$ cat src/sar_cfg_pkg.sv
// constants shared by the converter control block
package sar_cfg_pkg;
  localparam logic [7:0] input_select_addr     = 8'hbb;
  localparam logic [7:0] configuration_addr    = 8'hbc;
  localparam logic [7:0] input_select_reset    = 8'h1f;
  localparam logic [7:0] configuration_reset   = 8'hf9;
  localparam int         divider_lsb           = 3;
  localparam int         left_align_bit        = 2;
  localparam int         byte_mode_bit         = 1;
  localparam int         gain_bit              = 0;
  localparam logic [4:0] tracking_steps        = 5'h03;
  localparam logic [3:0] conversion_bits_full  = 4'ha;
  localparam logic [3:0] conversion_bits_byte  = 4'h8;
  localparam logic [4:0] sel_temp_sensor       = 5'h10;
  localparam logic [4:0] sel_regulator_output  = 5'h11;
  localparam logic [4:0] sel_supply            = 5'h12;
  localparam logic [4:0] sel_ground            = 5'h13;
  localparam logic [4:0] sel_first_reserved    = 5'h0c;
  localparam logic [4:0] sel_last_port         = 5'h0f;
  typedef enum logic [3:0] {
    st_idle  = 4'b0001,
    st_track = 4'b0010,
    st_step  = 4'b0100,
    st_done  = 4'b1000
  } conv_state_t;
endpackage : sar_cfg_pkg

$ cat src/sar_adc_config_and_input_mux.sv
// register file, input mux select and conversion sequencer for the sar converter
// What this block does
// - in delayed tracking mode each conversion starts with exactly three step clock periods of tracking.
// - the step clock is the core clock divided by the 5-bit divider setting plus one.
// - left align clear puts the result right justified in the two result bytes, set puts it left justified.
// - left align matters only in 10-bit mode.
// - byte mode enable clear gives 10-bit conversion, set gives 8-bit conversion.
// - in 8-bit mode the left align bit is ignored.
// - the gain bit set gives gain one, clear gives the reduced gain.
// - selector codes map to port pins 0..15, temp sensor, regulator output, supply, ground, then nothing.
// - on the small package codes 01100..01111 are reserved instead of pins.
// - the three upper selector bits read zero and ignore writes.
// - normal mode gives 10-bit results.
`timescale 1ns/1ps
module sar_adc_config_and_input_mux
  import sar_cfg_pkg::*;
(
  input  wire logic        clock,            // 125 MHz core clock
  input  wire logic        sys_rst,          // synchronous reset, high
  input  wire logic        small_package,    // strap: 16-pin variant
  input  wire logic        reg_write,        // register write strobe
  input  wire logic        reg_read,         // register read strobe
  input  wire logic [7:0]  reg_addr,         // register address
  input  wire logic [7:0]  reg_wdata,        // write data
  output logic [7:0]       reg_rdata,        // read data, held
  input  wire logic        start_conversion, // one cycle start request
  input  wire logic        delayed_tracking, // delayed tracking mode
  input  wire logic        comparator_in,    // analog comparator output pin
  output logic [15:0]      port_pin_select,  // one-hot port pin select
  output logic             temp_sensor_select, // temp sensor routed
  output logic             regulator_select, // regulator output routed
  output logic             supply_select,    // supply routed
  output logic             ground_select,    // ground routed
  output logic             input_gain_select, // 1: gain one, 0: reduced
  output logic             tracking,         // input being tracked
  output logic [9:0]       dac_code,         // trial code to the dac
  output logic             busy,             // conversion in progress
  output logic             done_pulse,       // result valid, one cycle
  output logic [7:0]       result_high_byte, // result high byte
  output logic [7:0]       result_low_byte   // result low byte
);
  logic [4:0]  select_reg;
  logic [7:0]  config_reg;
  conv_state_t state_reg;
  conv_state_t state_next;
  logic [4:0]  track_count_reg;
  logic [3:0]  bit_index_reg;
  logic [9:0]  sar_reg;
  logic        cmp_meta_reg;
  logic        cmp_sync_reg;
  logic        pkg_meta_reg;
  logic        pkg_sync_reg;
  logic        divider_run;
  logic        step_pulse;
  logic        is_byte_mode;
  logic        is_left;
  logic [15:0] pin_decode;
  logic [9:0]  trial_bit;
  logic [9:0]  sar_with_trial;
  logic [9:0]  result_value;
  logic [15:0] placed;
  logic        last_bit;
  logic        wr_select;
  logic        wr_config;
  logic [7:0]  read_mux;

  // address decode
  assign wr_select = reg_write && (reg_addr == input_select_addr);
  assign wr_config = reg_write && (reg_addr == configuration_addr);

  assign read_mux = (reg_addr == input_select_addr)  ? {3'h0, select_reg} :
                    (reg_addr == configuration_addr) ? config_reg : 8'h00;

  // register storage and read data
  always_ff @(posedge clock) begin
    if (sys_rst) begin
      select_reg <= input_select_reset[4:0];
      config_reg <= configuration_reset;
      reg_rdata  <= 8'h00;
    end else begin
      if (wr_select) select_reg <= reg_wdata[4:0];
      if (wr_config) config_reg <= reg_wdata;
      if (reg_read) reg_rdata <= read_mux;
    end
  end

  assign is_byte_mode = config_reg[byte_mode_bit];
  // left align only in 10-bit mode
  assign is_left      = config_reg[left_align_bit] && !is_byte_mode;

  genvar g;
  generate
    for (g = 0; g < 16; g++) begin : g_pin
      assign pin_decode[g] = (select_reg == 5'(g)) &&
                             !(pkg_sync_reg && (select_reg >= sel_first_reserved) &&
                               (select_reg <= sel_last_port));
    end
  endgenerate

  // mux select outputs, 10100 upward selects nothing
  always_ff @(posedge clock) begin
    if (sys_rst) begin
      port_pin_select    <= 16'h0000;
      temp_sensor_select <= 1'b0;
      regulator_select   <= 1'b0;
      supply_select      <= 1'b0;
      ground_select      <= 1'b0;
      input_gain_select  <= 1'b1;
    end else begin
      port_pin_select    <= pin_decode;
      temp_sensor_select <= (select_reg == sel_temp_sensor);
      regulator_select   <= (select_reg == sel_regulator_output);
      supply_select      <= (select_reg == sel_supply);
      ground_select      <= (select_reg == sel_ground);
      input_gain_select  <= config_reg[gain_bit];
    end
  end

  // two-stage synchronisers on the comparator and the package strap
  always_ff @(posedge clock) begin
    if (sys_rst) begin
      cmp_meta_reg <= 1'b0;
      cmp_sync_reg <= 1'b0;
      pkg_meta_reg <= 1'b0;
      pkg_sync_reg <= 1'b0;
    end else begin
      cmp_meta_reg <= comparator_in;
      cmp_sync_reg <= cmp_meta_reg;
      pkg_meta_reg <= small_package;
      pkg_sync_reg <= pkg_meta_reg;
    end
  end

  // divider starts with the request, so the first step period is as long as the rest;
  // the comparator path needs a divider setting of 3 or more to settle before each decision
  assign divider_run = (state_next != st_idle);

  step_clock_divider_gen u_div (
    .clock      (clock),
    .sys_rst    (sys_rst),
    .run        (divider_run),
    .divide_by  (config_reg[divider_lsb +: 5]),
    .step_pulse (step_pulse)
  );

  // trial bit and stop point; 8-bit mode stops two bits early
  assign trial_bit      = 10'h001 << bit_index_reg;
  assign sar_with_trial = sar_reg | trial_bit;
  assign last_bit       = is_byte_mode ? (bit_index_reg == (conversion_bits_full - conversion_bits_byte))
                                       : (bit_index_reg == 4'h0);

  // sequencer next state
  always_comb begin
    state_next = state_reg;
    case (state_reg)
      st_idle: begin
        if (start_conversion) state_next = delayed_tracking ? st_track : st_step;
      end
      st_track: begin
        if (step_pulse && track_count_reg == tracking_steps - 5'h01) state_next = st_step;
      end
      st_step: begin
        if (step_pulse && last_bit) state_next = st_done;
      end
      st_done: state_next = st_idle;
      default: state_next = st_idle;
    endcase
  end

  // sequencer registers
  always_ff @(posedge clock) begin
    if (sys_rst) begin
      state_reg       <= st_idle;
      track_count_reg <= 5'h00;
      bit_index_reg   <= 4'h9;
      sar_reg         <= 10'h000;
    end else begin
      state_reg <= state_next;
      if (state_reg == st_idle) begin
        track_count_reg <= 5'h00;
        bit_index_reg   <= conversion_bits_full - 4'h1;
        sar_reg         <= 10'h000;
      end else if (step_pulse && state_reg == st_track) begin
        track_count_reg <= track_count_reg + 5'h01;
      end else if (step_pulse && state_reg == st_step) begin
        // keep the trial bit when the comparator says input is above
        sar_reg       <= cmp_sync_reg ? sar_with_trial : sar_reg;
        bit_index_reg <= bit_index_reg - 4'h1;
      end
    end
  end

  // 8-bit result keeps its top-aligned bits, lower two zero
  assign result_value = is_byte_mode ? {sar_reg[9:2], 2'b00} : sar_reg;
  // placement in the two result bytes
  assign placed = is_left ? {result_value, 6'h00} : {6'h00, result_value};

  // outputs and result bytes
  always_ff @(posedge clock) begin
    if (sys_rst) begin
      tracking         <= 1'b0;
      dac_code         <= 10'h000;
      busy             <= 1'b0;
      done_pulse       <= 1'b0;
      result_high_byte <= 8'h00;
      result_low_byte  <= 8'h00;
    end else begin
      tracking   <= (state_next == st_track);
      dac_code   <= (state_reg == st_step) ? sar_with_trial : sar_reg;
      busy       <= (state_next != st_idle);
      done_pulse <= (state_reg == st_done);
      if (state_reg == st_done) begin
        result_high_byte <= placed[15:8];
        result_low_byte  <= placed[7:0];
      end
    end
  end
endmodule : sar_adc_config_and_input_mux

$ cat src/step_clock_divider_gen.sv
// divider that makes the conversion step clock enable
`timescale 1ns/1ps
module step_clock_divider_gen
  import sar_cfg_pkg::*;
(
  input  wire logic       clock,        // core clock
  input  wire logic       sys_rst,      // synchronous reset, high
  input  wire logic       run,          // count while high
  input  wire logic [4:0] divide_by,    // setting, step = clock/(setting+1)
  output logic            step_pulse    // one cycle per step period
);
  logic [4:0] count_reg;
  logic [4:0] count_next;
  logic       wrap;

  // wrap when the count reaches the setting
  assign wrap       = (count_reg >= divide_by);
  assign count_next = wrap ? 5'h00 : count_reg + 5'h01;

  always_ff @(posedge clock) begin
    if (sys_rst || !run) begin
      count_reg  <= 5'h00;
      step_pulse <= 1'b0;
    end else begin
      count_reg  <= count_next;
      step_pulse <= wrap;
    end
  end
endmodule : step_clock_divider_gen

$ cat config.mk
export PLATFORM = sky130hd
export DESIGN_NAME = sar_adc_config_and_input_mux
export DESIGN_NICKNAME = d
export VERILOG_FILES = /design/src/sar_cfg_pkg.sv /design/src/sar_adc_config_and_input_mux.sv /design/src/step_clock_divider_gen.sv
export SDC_FILE = /design/constraint.sdc
export NUM_CORES = 1
export LEC_CHECK = 0
export BUFFER_PORTS_ARGS = -buffer_cell sky130_fd_sc_hd__buf_4
export CAP_MARGIN = 10
export CORE_MARGIN = 3
export CORE_UTILIZATION = 58
export DETAILED_ROUTE_END_ITERATION = 10
export GPL_ROUTABILITY_DRIVEN = 0
export PLACE_DENSITY = 0.84
export SETUP_SLACK_MARGIN = 0.02
export SLEW_MARGIN = 20
export SYNTH_ARGS = -nofsm -noshare
export SYNTH_HDL_FRONTEND = slang
export SYNTH_SLANG_ARGS = --single-unit
$ cat constraint.sdc
create_clock -name clock -period 3.9 [get_ports clock]
set_clock_uncertainty 0.05 [all_clocks]
set_input_delay 0.78 -clock clock [delete_from_list [all_inputs] [get_ports clock]]
set_output_delay 0.78 -clock clock [all_outputs]
set_load 0.05 [all_outputs]
After elaboration in Yosys (flattened, before gate mapping)
Index checks and enable logic that the tools add are counted.
{ "totals": {"wordCells": 109, "reg_bits": 104, "input_bits": 24} }
{ "op_classes": {"n_reduce_logical": 35, "order_cmp": 3, "shifts": 1, "eq_ne": 29, "add_sub_neg": 3, "n_bitwise": 2, "n_mux": 11} }
{ "ops": {"columns": ["operator", "n"], "rows": [
  ["$eq A5 B4 Y1 const B", 8],
  ["$logic_and A1 B1 Y1", 25],
  ["$eq A5 B3 Y1 const B", 4],
  ["$eq A5 B5 Y1 const B", 4],
  ["$eq A8 B8 Y1 const B", 2],
  ["$mux W16", 1],
  ["$mux W8", 2],
  ["$eq A5 B2 Y1 const B", 3],
  ["$eq A4 B2 Y1 const B", 3],
  ["$mux W4", 3],
  ["$pmux W4 S3", 1],
  ["$add A5 B1 Y5 const B", 2],
  ["$mux W10", 1],
  ["$or A10 B10 Y10", 1],
  ["$shl A1 B4 Y10 const A", 1],
  ["$eq A5 B1 Y1 const B", 1],
  ["$ge A5 B4 Y1 const B", 1],
  ["$ge A5 B5 Y1", 1],
  ["$le A5 B4 Y1 const B", 1],
  ["$logic_not A5 Y1", 1],
  ["$eq A4 B1 Y1 const B", 1],
  ["$eq A4 B3 Y1 const B", 1],
  ["$eq A4 B4 Y1 const B", 1],
  ["$logic_not A4 Y1", 1],
  ["other kinds (11)", 14]
]} }

Depth between registers and ports, before layout
Gate-level depths: netlist (run 1).
{ "logic_depth": {"word_depth": 9, "ltp_mapped": 6, "mapped_depth_nobuf": 6} }

Modules after synthesis
Synthesis (run 1) repeated with hierarchy kept, for this count alone.
{ "unflattened": {"hier_cells": 446, "hier_area_um2": 4131.5} }
{ "modules_own_cells": {"columns": ["mod", "n_inst", "area_per_inst_um2", "cells_per_inst"], "rows": [
  ["sar_adc_config_and_input_mux", 1, 3798.6, 410],
  ["step_clock_divider_gen", 1, 332.8, 36]
]} }

Worst setup path after synthesis (run 1)
OpenSTA, ideal clock, no wires.
{ "synth_timing": {"path_kind": "in2reg", "start": "input port sys_rst", "end": "register supply_select", "path_buffers": 1, "path_slack_ns": 2.000, "arrival_time_ns": 1.770, "cell_stages": 3, "setup_ns": 0.080, "path_cell_list": "clkbuf_1 or4b_2 nor3b_1"} }
{ "synth_lines": {"columns": ["element", "line", "rtl"], "rows": [
  ["start: declaration", "sar_adc_config_and_input_mux.sv:19", "input wire logic sys_rst,"],
  ["end signal: assignment", "sar_adc_config_and_input_mux.sv:113", "supply_select <= (select_reg == sel_supply);"],
  ["end: declaration", "sar_adc_config_and_input_mux.sv:32", "output logic supply_select,"]
]} }

Worst setup path after layout (run 1)
{ "layout_timing": {"start": "input port reg_addr[1]", "end": "register config_reg[7]"} }
{ "layout_via": {"elab_chain_len": 2} }
{ "layout_rtl": {"columns": ["element", "line", "rtl"], "rows": [
  ["start: declaration", "sar_adc_config_and_input_mux.sv:23", "input wire logic [7:0] reg_addr,"],
  ["$eq A8 B8 Y1", "sar_adc_config_and_input_mux.sv:69", "assign wr_config = reg_write && (reg_addr == configuration_addr);"],
  ["$logic_and A1 B1 Y1", "sar_adc_config_and_input_mux.sv:69", null],
  ["end signal: assignment", "sar_adc_config_and_input_mux.sv:78", "config_reg <= configuration_reset;"],
  ["end signal: assignment", "sar_adc_config_and_input_mux.sv:82", "if (wr_config) config_reg <= reg_wdata;"],
  ["end: declaration", "sar_adc_config_and_input_mux.sv:43", "logic [7:0] config_reg;"]
]} }
Every way passes these cells.
A chain may end at the register's enable or synchronous reset.

==> summary.md, run 1 <==
| Metric | Value |
|---|---|
| FF-to-FF End | sar_reg[5] |
| Max-slew violations | 0 |
| Fin Setup TNS | 0 ns |
| Hold-fix buffers, CTS | 0 |
| Mapped Nets | 475 |
| CP max stage delay | 0.51 ns |
| H-Tree Level Count | 3 |
| CTS tree | yes |
| Largest net degree at the start of global routing | 74 |
| Die area | 7900 µm² |
| Max reg flops | 16 |
| Beginning of the worst hold path | pkg_meta_reg |
| Number of I/O pins | 82 |
| ANT cells | 0 |
| Critical path type | in -> reg |
| Leak pwr | 1.89 nW |
| Post-CTS Setup Repair Bufs | 0 |
| Commonest non-fill, non-tap cells in the layout | 104 x dfxtp_1, 82 x buf_4, 74 x nor2_1 |
| CTS buffer count | 9 |
| Die Span Y | 88.9 µm |
| Clock Sinks | 104 |
| Wire length on met1 | 3.74 mm |
| Hold path cells | 1 |
| Crit-path cells | buf_4 -> nor3b_2 -> nand4_1 -> nor3_1 -> a21oi_1 |
| Clock slew at reported path FFs | 0.11 ns |
| Drt via density | 5.66 |
| Post-CTS sizing | 0 |
| Floorplan core area | 6490 µm² |
| Crit. End Element | flop |
| Met3 WL | 586 µm |
| Post-synthesis async set-or-reset flop share | 0 |
| Max layer used | met4 |
| Power density cells | 380 nW/µm² |
| Crit path required time | 4.08 ns |
| Status | finished, final reports clean |
| GR Overflow Total | 0 |
| Final worst-path cycle share | 0.513 |
| Clock share of power | 0.364 |
| Synth cell types | 51 |
| Worst slew pin tran | 0.684 ns |
| Starting Density | 0.613 |
| Worst vdd ir | 0.238 mV |
| Worst r2r src | state_reg[0] |
| Mapped Cells | 438 |
| Power share of the sequential group | 0.593 |
| Number of synthesis warnings | 0 |
| First-pass GRT wire length | 13.5 mm |
| RSZ-0062 raised after global routing | false |
| Count of final hold-check violations | 0 |
| Post-synthesis sequential area ratio | 0.523 |
| Hold Path Sink | pkg_sync_reg |
| Routed Antenna Nets | 0 |
| Non-filler cells, final | 586 |
| Most used DFF post-synth | dfxtp_1 |
| Nets | 541 |
| Slew margin rel. | 0.544 |
| Vias | 3,318 |
| F_max | 0.500 GHz |
| Vias in the first global route | 2,944 |
| CTS root buf | clkbuf_8 |
| GRT Total Usage | 0.217 |
| Critical Path AT | 2.18 ns |
| Post-DP HPWL | 6.02 mm |
| Hold Path Class | reg -> reg |
| WL/cell | 14.4 µm |
| Internal power | 1.37 mW |
| Final setup fails | 0 |
| Reg2reg path depth | 3 |
| Worst-path fanout max | 14 |
| Clk_lat worst skew | 0.36 ns |
| Synthesized flop and latch total | 104 |
| Clk buf depth | 2 |
| Fraction of layout cells with a size suffix above 1 | 0.216 |
| Fin crit period | 2.00 ns |
| Slowest CP cell | nand4_1 |
| DRC viols | 0 |
| Switching share of power | 0.246 |
| DR WL met2 | 4.00 mm |
| Pre-antenna DRT Iters | 5 |
| Delay-heaviest family, CP | simple AND/OR/NAND/NOR gates |
| Initial antenna violation count | 0 |
| Reg2reg setup slack | 2.07 ns |
| IO buf count | 81 |
| Combinational share of power | 0.043 |
| Buffer and inverter count on the worst path | 1 |
| Die width | 88.9 µm |
| Maxcap violations | 0 |
| FP Rows | 29 |
| Placed instance count | 570 |
| Number of flops mapped to enable cells by yosys | 0 |
| Psw | 447 µW |
| Critical Path Source Type | primary input |
| Drt total wl | 8.46 mm |
| Avg Inst Size Synth | 9.09 µm² |
| DRT iter0 DRCs | 169 |
| Syn-to-layout area delta | 20.0% |
| Commonest non-fill, non-tap cell in the layout | dfxtp_1 |
| Post-Syn Area | 3980 µm² |
## final cells by class
cell class	count	area [µm²]
clock buffer	10	138
clock inverter	6	57.6
fill	487	1710
inverter	16	60.1
multi-input combinational	291	1730
sequential	104	2080
tap	77	96.3
timing repair buffer	82	616
## logic make-up after synthesis
group / share of synthesized area
mux: 0.0154
simple gates: 0.248
buf+inv: 0.0440
xor+xnor: 0.0242
fa+ha+maj: 0.0408
flops: 0.523
compound gates: 0.105
## worst register-to-register path: stages, from the launching register on
cell	delay, ns
dfxtp_1	0.54
nor4b_1	0.56
or2_2	0.44
nor2_1	0.13
## stage by stage
stage	util	power (mW)	cell area, µm²	hold slack [ns]	worst slack [ns]
6_report	0.736	1.81	4780	0.391	1.90
3_5_place_dp	0.706	1.18	4590	0.386	1.56
2_1_floorplan	-	1.15	3980	0.364	2.00
3_3_place_gp	0.706	1.18	4590	0.366	1.67
4_1_cts	0.736	1.82	4780	0.399	1.93
5_1_grt	0.736	1.87	4780	0.416	1.76
## per-layer routing
metal,vias to the layer above,track usage
li1,1626,-
met1,1540,0.288
met2,135,0.350
met3,17,0.0512
met4,0,0.0687
met5,-,0
## power by group through the flow
stage	Clock [mW]	Sequential (mW)	Combinational, mW
2_1_floorplan	0	1.10	0.0447
3_3_place_gp	0	1.10	0.0748
3_5_place_dp	0	1.10	0.0770
4_1_cts	0.662	1.08	0.0776
5_1_grt	0.707	1.08	0.0845
6_report	0.660	1.08	0.0781
## how the worst max path moves through the flow
stage / depth (start not counted) / startpoint / endpoint / slack, ns
after floorplan: 3 / sys_rst / supply_select / 2.00
after CTS: 5 / reg_addr[1] / config_reg[6] / 1.93
after global routing: 5 / reg_addr[1] / config_reg[6] / 1.76
final: 5 / reg_addr[1] / config_reg[7] / 1.90
after detailed placement: 5 / reg_addr[1] / config_reg[6] / 1.56
after global placement: 5 / reg_addr[1] / config_reg[0] / 1.67
## cell usage after synthesis (7+ instances only)
library cell / n / area share
a21oi_1: 44 / 0.055
clkbuf_1: 19 / 0.018
dfxtp_1: 104 / 0.52
ha_1: 13 / 0.041
inv_1: 16 / 0.015
nand2_1: 34 / 0.032
nand2b_1: 8 / 0.013
nand3_1: 25 / 0.031
nor2_1: 74 / 0.070
nor3_1: 14 / 0.018
xor2_1: 7 / 0.015
Note: power is estimated with default switching activity, not from simulation.
==> run 2: changes to the inputs <==
CORE_UTILIZATION = 54   (was 58)
PLACE_DENSITY = 0.79   (was 0.84)
clock period = 1.92 ns   (was 3.9 ns; I/O delays follow)
==> run 2 against run 1 <==
Effect of this change: clock power up 110%; routed wire length up 1.3%; die area up 6.9%; largest cell class unchanged; flip-flop and latch count unchanged; first-iteration DRC count down 16%; total power up 110%; critical path depth down 1; sequential share of layout area down 1.0 points; highest routed layer unchanged; register-to-register slack worse by 1.9 ns.
==> summary.md, run 2 (synthesis gave the netlist of run 1 again) <==
| Metric | Value |
|---|---|
| Commonest non-fill, non-tap cell in the layout | dfxtp_1 |
| H-Tree Level Count | 3 |
| Vias | 3,312 |
| Final setup fails | 0 |
| First-pass GRT wire length | 14.3 mm |
| Status | finished, final reports clean |
| Post-CTS Setup Repair Bufs | 0 |
| FP Rows | 30 |
| Hold Path Sink | cmp_meta_reg |
| ANT cells | 0 |
| FF-to-FF End | sar_reg[0] |
| Fraction of layout cells with a size suffix above 1 | 0.231 |
| Clock slew at reported path FFs | 0.10 ns |
| F_max | 0.576 GHz |
| Power density cells | 770 nW/µm² |
| Non-filler cells, final | 615 |
| Filler Cell Count | 573 |
| Worst vdd ir | 0.397 mV |
| Slew margin rel. | 0.701 |
| Max reg flops | 16 |
| Critical Path Source Type | flop |
| Hold path cells | 2 |
| Worst-path fanout max | 8 |
| Initial antenna violation count | 0 |
| Drt via density | 5.39 |
| Hold Path Class | in -> reg |
| Worst r2r src | state_reg[2] |
| Pre-antenna DRT Iters | 5 |
| Critical Path AT | 1.99 ns |
| Placed instance count | 599 |
| Clk_lat worst skew | 0.36 ns |
| Clock Sinks | 104 |
| CTS root buf | clkbuf_8 |
| Starting Density | 0.570 |
| Count of final hold-check violations | 0 |
| Die area | 8440 µm² |
| Routed Antenna Nets | 0 |
| Number of I/O pins | 82 |
| IO buf count | 81 |
| DRT iter0 DRCs | 142 |
| Reg2reg setup slack | 0.18 ns |
| Commonest non-fill, non-tap cells in the layout | 104 x dfxtp_1, 92 x buf_4, 74 x nor2_1 |
| Floorplan core area | 6980 µm² |
| Syn-to-layout area delta | 22.9% |
| CTS tree | yes |
| Hold-fix buffers, CTS | 0 |
| Max-slew violations | 0 |
| Post-CTS sizing | 0 |
| Nets | 551 |
| Beginning of the worst hold path | comparator_in |
| Final worst-path cycle share | 0.904 |
| Crit path required time | 2.17 ns |
| Vias in the first global route | 3,025 |
| Fin Setup TNS | 0 ns |
| Post-DP HPWL | 6.20 mm |
| Largest net degree at the start of global routing | 29 |
| DRC viols | 0 |
| Clk buf depth | 2 |
| GR Overflow Total | 0 |
| CTS buffer count | 9 |
| Worst slew pin tran | 0.446 ns |
| Final core occ | 0.701 |
| Reg2reg path depth | 4 |
| Leak pwr | 1.95 nW |
| Maxcap violations | 0 |
| Die Span Y | 91.9 µm |
| Critical path type | reg -> reg |
| Crit. End Element | flop |
| RSZ-0062 raised after global routing | false |
| Die width | 91.9 µm |
| Fin crit period | 1.74 ns |
| Fin Hold WS | 0.181 ns |
| Drt total wl | 8.56 mm |
| GRT Total Usage | 0.208 |
| WL/cell | 13.9 µm |
## run 2: worst max-delay path by stage
stage	cells after the start	startpoint	end
2_1_floorplan	5	state_reg[1]	result_high_byte[2]
3_3_place_gp	5	sys_rst	u_div.count_reg[4]
3_5_place_dp	3	state_reg[3]	result_high_byte[7]
4_1_cts	4	state_reg[2]	sar_reg[0]
5_1_grt	4	state_reg[2]	sar_reg[0]
6_report	4	state_reg[2]	sar_reg[0]
## run 2: metal layers
layer	routed length, µm	GRT usage	part of all wire
met5	0	0	0
met4	172	0.0866	0.020
met3	421	0.0369	0.049
met2	4060	0.327	0.47
met1	3900	0.282	0.46
## run 2: stage by stage
step                      power (mW)  setup slack [ns]  cell area (µm²)
after detailed placement        2.40             0.235             4680
after global routing            3.92             0.107             4890
after global placement          2.40             0.267             4680
final                           3.77             0.184             4890
after floorplan                 2.33             0.328             3980
after CTS                       3.80             0.188             4890
## run 2: power by group
part / total, mW / internal (mW) / switching, mW / leakage [nW]
Combinational: 0.169 / 0.0744 / 0.0941 / 1.00
Sequential: 2.19 / 2.17 / 0.0164 / 0.840
Clock: 1.41 / 0.655 / 0.760 / 0.104
Total: 3.77 / 2.90 / 0.870 / 1.95
## run 2: worst max-delay path, cell delays in order, from the launching register on
cell	delay [ns]
dfxtp_1	0.51
or4b_4	0.57
nor4_4	0.31
a21oi_1	0.14
nor2_1	0.11
## run 2: area by class of cell
type / count / area (µm²) / area share
sequential: 104 / 2080 / 0.425
multi-input combinational: 291 / 1730 / 0.354
timing repair buffer: 92 / 691 / 0.141
clock buffer: 10 / 138 / 0.0281
tap: 96 / 120 / 0.0245
clock inverter: 6 / 72.6 / 0.0148
inverter: 16 / 60.1 / 0.0123
